$ cat src/pkg/ssr_defines.svh
`ifndef SSR_DEFINES_SVH
`define SSR_DEFINES_SVH
`define SSR_CLK_HZ 50000000
`define SSR_RST_MS 130
`define SSR_NMI_US 200
`define SSR_NMI_FILT_US 5
`define SSR_GLITCH_US 2
`define SSR_WDT_MS 1000
`define SSR_DEB_US 1000
`define SSR_RST_CYC ((`SSR_CLK_HZ / 1000) * `SSR_RST_MS)
`define SSR_NMI_CYC ((`SSR_CLK_HZ / 1000000) * `SSR_NMI_US)
`define SSR_NMI_FILT_CYC ((`SSR_CLK_HZ / 1000000) * `SSR_NMI_FILT_US)
`define SSR_GLITCH_CYC ((`SSR_CLK_HZ / 1000000) * `SSR_GLITCH_US)
`define SSR_WDT_CYC ((`SSR_CLK_HZ / 1000) * `SSR_WDT_MS)
`define SSR_DEB_CYC ((`SSR_CLK_HZ / 1000000) * `SSR_DEB_US)
`endif

$ cat src/pkg/ssr_pkg.sv
package ssr_pkg;
   typedef enum logic [1:0] {
      SSR_RUN = 2'b00,
      SSR_HOLD = 2'b01,
      SSR_STRETCH = 2'b10
   } ssr_rst_state_t;
endpackage : ssr_pkg

$ cat src/design/ssr_filter.sv
`timescale 1ns/1ps
// Three-stage synchroniser followed by a persistence filter: the output
// takes a new level only after the input held it for HOLD_CYC cycles.
module ssr_filter #(
   parameter int HOLD_CYC = 100,
   parameter logic INIT = 1'b1
) (
   // Clock and reset
   input wire logic clk,
   input wire logic resetn,
   // Raw level and filtered level
   input wire logic raw,
   output logic level
);
   typedef struct packed {
      logic [2:0] sync;
      logic [31:0] cnt;
      logic lvl;
   } ssr_filt_t;
   ssr_filt_t s_r;
   ssr_filt_t s_nxt;
   logic agreed;

   always_comb
   begin
      s_nxt = s_r;
      s_nxt.sync = {s_r.sync[1:0], raw};
      agreed = s_r.sync[2];
      if (s_r.sync[1] == s_r.sync[2])
      begin
         agreed = s_r.sync[2];
      end
      else
      begin
         agreed = s_r.lvl;
      end
      if (agreed == s_r.lvl)
      begin
         s_nxt.cnt = 32'h00000000;
      end
      else if (s_r.cnt >= 32'(HOLD_CYC - 1))
      begin
         s_nxt.lvl = agreed;
         s_nxt.cnt = 32'h00000000;
      end
      else
      begin
         s_nxt.cnt = s_r.cnt + 32'h00000001;
      end
   end

   always_ff @(posedge clk)
   begin
      if (!resetn)
      begin
         s_r <= {{3{INIT}}, 32'h00000000, INIT};
      end
      else
      begin
         s_r <= s_nxt;
      end
   end

   assign level = s_r.lvl;
endmodule : ssr_filter

$ cat src/design/ssr_supervisor.sv
`timescale 1ns/1ps
`include "ssr_defines.svh"
module ssr_supervisor #(
   parameter int RST_CYC = `SSR_RST_CYC,
   parameter int NMI_CYC = `SSR_NMI_CYC,
   parameter int NMI_FILT_CYC = `SSR_NMI_FILT_CYC,
   parameter int GLITCH_CYC = `SSR_GLITCH_CYC,
   parameter int WDT_CYC = `SSR_WDT_CYC,
   parameter int DEB_CYC = `SSR_DEB_CYC
) (
   // Clock and reset
   input wire logic clk,
   input wire logic resetn,
   // Comparator and button inputs
   input wire logic supply_fail,
   input wire logic sense_low,
   input wire logic button_reset_n,
   // Watchdog kick from the processor
   input wire logic kick_edge,
   // Outputs to the processor
   output logic reset_n,
   output logic reset,
   output logic warning_n,
   output logic watchdog_status_n
);
   typedef struct packed {
      ssr_pkg::ssr_rst_state_t st;
      logic [31:0] rst_cnt;
      logic [31:0] wdt_cnt;
      logic [31:0] wds_cnt;
      logic [31:0] nmi_cnt;
      logic [2:0] kick_sync;
      logic kick_lvl;
      logic sense_q;
      logic rst_n;
      logic rst;
      logic nmi_n;
      logic wds_n;
   } ssr_state_t;
   ssr_state_t s_r;
   ssr_state_t s_nxt;
   logic fail_f;
   logic sense_f;
   logic button_f;
   logic kick_fall;

   // Either source holds reset; the run and the stretch state both ask.
   function automatic logic rst_wanted(input logic fail, input logic btn);
      return fail || !btn;
   endfunction : rst_wanted

   // Pulse counters run down to zero and rest there.
   function automatic logic [31:0] count_down(input logic [31:0] c);
      logic [31:0] r;
      r = c;
      if (c != 32'h00000000)
      begin
         r = c - 32'h00000001;
      end
      return r;
   endfunction : count_down

   ssr_filter #(.HOLD_CYC(GLITCH_CYC), .INIT(1'b1)) u_fail (
      .clk(clk),
      .resetn(resetn),
      .raw(supply_fail),
      .level(fail_f)
   );

   ssr_filter #(.HOLD_CYC(NMI_FILT_CYC), .INIT(1'b0)) u_sense (
      .clk(clk),
      .resetn(resetn),
      .raw(sense_low),
      .level(sense_f)
   );

   ssr_filter #(.HOLD_CYC(DEB_CYC), .INIT(1'b1)) u_button (
      .clk(clk),
      .resetn(resetn),
      .raw(button_reset_n),
      .level(button_f)
   );

   always_comb
   begin
      s_nxt = s_r;
      s_nxt.kick_sync = {s_r.kick_sync[1:0], kick_edge};
      kick_fall = 1'b0;
      // A one-cycle glitch never makes the last two stages agree, so a
      // kick counts only once it has settled.
      if (s_r.kick_sync[1] == s_r.kick_sync[2])
      begin
         s_nxt.kick_lvl = s_r.kick_sync[2];
         if (s_r.kick_lvl && !s_r.kick_sync[2])
         begin
            kick_fall = 1'b1;
         end
      end
      // Reset waits in its own state until both sources are quiet, so the
      // stretch count always starts from the last release.
      case (s_r.st)
         ssr_pkg::SSR_RUN:
         begin
            if (rst_wanted(fail_f, button_f))
            begin
               s_nxt.st = ssr_pkg::SSR_HOLD;
            end
         end
         ssr_pkg::SSR_HOLD:
         begin
            if (!fail_f && button_f)
            begin
               s_nxt.st = ssr_pkg::SSR_STRETCH;
               s_nxt.rst_cnt = 32'h00000000;
            end
         end
         ssr_pkg::SSR_STRETCH:
         begin
            if (rst_wanted(fail_f, button_f))
            begin
               s_nxt.st = ssr_pkg::SSR_HOLD;
            end
            else if (s_r.rst_cnt >= 32'(RST_CYC - 1))
            begin
               s_nxt.st = ssr_pkg::SSR_RUN;
            end
            else
            begin
               s_nxt.rst_cnt = s_r.rst_cnt + 32'h00000001;
            end
         end
         default:
         begin
            s_nxt.st = ssr_pkg::SSR_HOLD;
         end
      endcase
      s_nxt.rst_n = (s_nxt.st == ssr_pkg::SSR_RUN);
      s_nxt.rst = (s_nxt.st != ssr_pkg::SSR_RUN);

      // The timeout that starts the status pulse also restarts timing, so a hung processor sees
      // the status output pulse again every period.
      // status low 130 ms
      s_nxt.wds_cnt = count_down(s_r.wds_cnt);
      if (s_r.st != ssr_pkg::SSR_RUN)
      begin
         s_nxt.wdt_cnt = 32'h00000000;
      end
      else if (kick_fall)
      begin
         s_nxt.wdt_cnt = 32'h00000000;
      end
      else if (s_r.wdt_cnt >= 32'(WDT_CYC - 1))
      begin
         s_nxt.wdt_cnt = 32'h00000000;
         s_nxt.wds_cnt = 32'(RST_CYC);
      end
      else
      begin
         s_nxt.wdt_cnt = s_r.wdt_cnt + 32'h00000001;
      end
      s_nxt.wds_n = (s_nxt.wds_cnt == 32'h00000000);

      // Edge on the filtered sense level so one dip gives one pulse.
      s_nxt.sense_q = sense_f;
      // A dip that begins while the supply is failed gives no pulse later.
      // suppressed while supply low
      if (sense_f && !s_r.sense_q && !fail_f)
      begin
         s_nxt.nmi_cnt = 32'(NMI_CYC);
      end
      else
      begin
         s_nxt.nmi_cnt = count_down(s_r.nmi_cnt);
      end
      s_nxt.nmi_n = (s_nxt.nmi_cnt == 32'h00000000);
   end

   // Reset values model a failed supply, so reset is out from the first edge.
   always_ff @(posedge clk)
   begin
      if (!resetn)
      begin
         s_r.st <= ssr_pkg::SSR_HOLD;
         s_r.rst_cnt <= 32'h00000000;
         s_r.wdt_cnt <= 32'h00000000;
         s_r.wds_cnt <= 32'h00000000;
         s_r.nmi_cnt <= 32'h00000000;
         s_r.kick_sync <= 3'h7;
         s_r.kick_lvl <= 1'b1;
         s_r.sense_q <= 1'b0;
         s_r.rst_n <= 1'b0;
         s_r.rst <= 1'b1;
         s_r.nmi_n <= 1'b1;
         s_r.wds_n <= 1'b1;
      end
      else
      begin
         s_r <= s_nxt;
      end
   end

   // Outputs come straight from the state register.
   assign reset_n = s_r.rst_n;
   assign reset = s_r.rst;
   assign warning_n = s_r.nmi_n;
   assign watchdog_status_n = s_r.wds_n;
endmodule : ssr_supervisor

$ cat config.mk
export PLATFORM = sky130hd
export DESIGN_NAME = ssr_supervisor
export DESIGN_NICKNAME = d
export VERILOG_FILES = /design/src/pkg/ssr_pkg.sv /design/src/design/ssr_filter.sv /design/src/design/ssr_supervisor.sv
export VERILOG_INCLUDE_DIRS = /design/src /design/src/pkg
export SDC_FILE = /design/constraint.sdc
export NUM_CORES = 1
export LEC_CHECK = 0
export BUFFER_PORTS_ARGS = -buffer_cell sky130_fd_sc_hd__buf_2
export CAP_MARGIN = 20
export CELL_PAD_IN_SITES_DETAIL_PLACEMENT = 2
export CELL_PAD_IN_SITES_GLOBAL_PLACEMENT = 2
export CORE_ASPECT_RATIO = 1.2
export CORE_MARGIN = 1.5
export CORE_UTILIZATION = 40
export DETAILED_ROUTE_END_ITERATION = 12
export PLACE_DENSITY_LB_ADDON = 0.1
export SYNTH_ARGS = -nofsm -noshare
export SYNTH_HDL_FRONTEND = slang
export SYNTH_SLANG_ARGS = --single-unit
$ cat constraint.sdc
create_clock -name clk -period 9.4 [get_ports clk]
set_clock_uncertainty 0.05 [all_clocks]
set_input_delay 1.88 -clock clk [delete_from_list [all_inputs] [get_ports clk]]
set_output_delay 1.88 -clock clk [all_outputs]
set_load 0.1 [all_outputs]
==> flow_metrics.tcl <==
set metrics [dict create \
    crit_path_top_delay_cell "nor4_4" \
    drc 0 \
    placed_cells 1467 \
    wl_met1_um 11100 \
    period_share 0.396 \
    n_antenna_cell 0 \
    synth_cell_types 68 \
    fmax_mhz 268 \
    ys_seq_area_frac 0.496 \
    leakage_nw 4.21 \
    placement.io_buffers 9 \
    drt-total-wl_um 26800 \
    instances_no_fill 1517 \
    post-cts-setup-buffers 0 \
    ant_nets 0 \
    dr_wl_met3_um 618 \
    crit_path_frequent_cell "o41ai_1" \
    cts_sinks 247 \
    start_util 0.405 \
    antenna_found_initial 1 \
    clock_latency_ns 0.53 \
    yosysTopAreaCell "dfxtp_1" \
    drv_cap 0 \
    ys.flop_type "dfxtp_1" \
    drtPass1Iterations 6 \
    cts_resized 0 \
    track_usage 0.212 \
    setup_viol 0 \
    pin_count 10 \
    crit_family "simple AND/OR/NAND/NOR gates" \
    grt_overflow 0 \
    worstPathMaxFanout 16 \
    arrival_ns 4.10 \
    synthCells 1096 \
    crit_required_ns 9.77 \
    crit_type "reg2reg" \
    yosys_warnings 0 \
    path_cells "nor4_1 -> nand3_1 -> nor4_4 -> o41ai_1 -> or4_1 -> o41ai_1" \
    synth_most_common_cell "dfxtp_1" \
    outcome "complete, no violations" \
    synthesis.area_per_instance_um2 9.10 \
    core_um2 24600 \
    wl_per_cell_um 17.6 \
    drive_above_1_share 0.0705 \
    cts_buffers 27 \
    wl_met2_um 14500 \
    async_flop_share 0 \
    die_y_um 176 \
    gp_congestion 0.776 \
    dieArea_um2 25900 \
    ir_drop_v 0.000155 \
    synthToLayoutAreaGrowth_pct 15.4 \
    die_w_um 147 \
    slew_headroom 0.409 \
    cp_num_buf_inv 0 \
    r2r_slack_ns 5.67 \
    tritoncts "yes" \
    rows 63 \
    syn-cell-area_um2 9970 \
    routed.top_layer "met4" \
    power_density_nw_per_um2 339 \
    worst_pin_slew_ns 0.880 \
    drt_iter0_drc 177 \
    vias 8163 \
    rsz0062_at_grt "no" \
    synth_top_area_frac 0.496 \
    viasPerCell 5.38 \
    cp-end-kind "flip-flop" \
    grt_pass1_wl_um 45100 \
    finalHoldViolCount 0 \
    reg2reg_depth 6 \
    synth-edff-count 0 \
    max-clock-path-buffers 3 \
    holdPathStages 1 \
    ys_top_cells_by_area "dfxtp_1 50%, nor2_1 5.8%, xnor2_1 4.2%" \
    worstSetupStartpointType "flip-flop" \
    grt_max_degree 33 \
    tns_ns 0 \
    period_needed_ns 3.73 \
    root_buffer "clkbuf_16" \
    yosys-top-cells-count "247 x dfxtp_1, 153 x nor2_1, 62 x nand2_1, 52 x nand3_1, 51 x nor4_1" \
    cp_slowest_stage_delay_ns 0.90 \
    hold_class "reg2reg" \
    h-tree-depth 1 \
    cts.reportedPaths.clkPinSlew_ns 0.06 \
    fin_nets 1189 \
    ys_ff_latch 247 \
    finalMaxSlewViolations 0 \
    grt_pass1_vias 8922 \
    crit_cells 6 \
    hpwl_um 18100 \
    ctsHoldBuffers 0 \
]
-- report_power, final --
group	internal (mW)	switching [mW]
sequential	1.19	0.165
clock	0.692	0.428
combinational	0.545	0.881
total	2.43	1.47
-- state kept, by name, indices dropped and copies added, names as in the netlist --
signal	flops
u_fail.s_r	33
u_button.s_r	33
reset	1
watchdog_status_n	1
u_sense.level	1
u_button.s_nxt	2
reset_n	1
u_fail.s_nxt	2
u_sense.s_r	33
s_nxt	2
s_r	133
u_sense.s_nxt	2
warning_n	1
u_button.level	1
u_fail.level	1
-- area by class of cell --
type	count	area (µm²)
repair buffers	16	105
clock buffers	41	798
inverters	22	82.6
flip-flops and latches	247	4940
well taps	325	407
multi-input cells	858	5020
clock inverters	8	145
fillers	2744	13100
-- stage by stage --
stage	utilization	total power [mW]	instance area (µm²)	worst slack, ns	hold slack (ns)
after floorplan	-	2.42	10200	6.31	0.336
after global placement	0.429	2.75	10500	5.40	0.337
after detailed placement	0.429	2.79	10500	5.34	0.349
after CTS	0.467	3.94	11500	5.68	0.369
after global routing	0.468	4.15	11500	5.34	0.393
final	0.468	3.90	11500	5.67	0.368
-- cells by family after synthesis --
kind of cell | after synthesis | share of synthesized area
and+or+nand+nor | 522 | 0.275
DFF | 247 | 0.496
AOI/OAI and AO/OA | 166 | 0.109
xor gates and xnor gates | 85 | 0.0747
buffers and inverters | 61 | 0.0274
adders and majority gates | 11 | 0.0138
muxes | 3 | 0.00301
other | 1 | 0.000376
-- metal layers --
layer,vias up,global-route usage
met5,-,0
met3,38,0.0253
met2,63,0.421
met1,4057,0.237
li1,4005,-
met4,0,0.0517
-- cells in the final DEF (no fill, tap or decap), types with 19 or more instances in the layout --
master     synthesis  routed
nand2_1           62      62
clkbuf_16          0      27
or3_1             26      26
or4_1             19      19
xnor2_1           48      48
o21ai_0           37      35
nor2_1           153     153
dfxtp_1          247     247
inv_1             21      21
a21oi_1           50      50
nor3_1            37      37
nand3_1           52      52
nor4_1            51      50
conb_1             1      71
xor2_1            37      37
-- final timing paths --
check	from	to
worst min-delay path	u_fail.s_nxt[34]	u_fail.s_nxt[35]
worst min register to register	u_fail.s_nxt[34]	u_fail.s_nxt[35]
worst max register to register	s_r[55]	watchdog_status_n
worst max-delay path	s_r[55]	watchdog_status_n
Note: power is estimated with default switching activity, not from simulation.
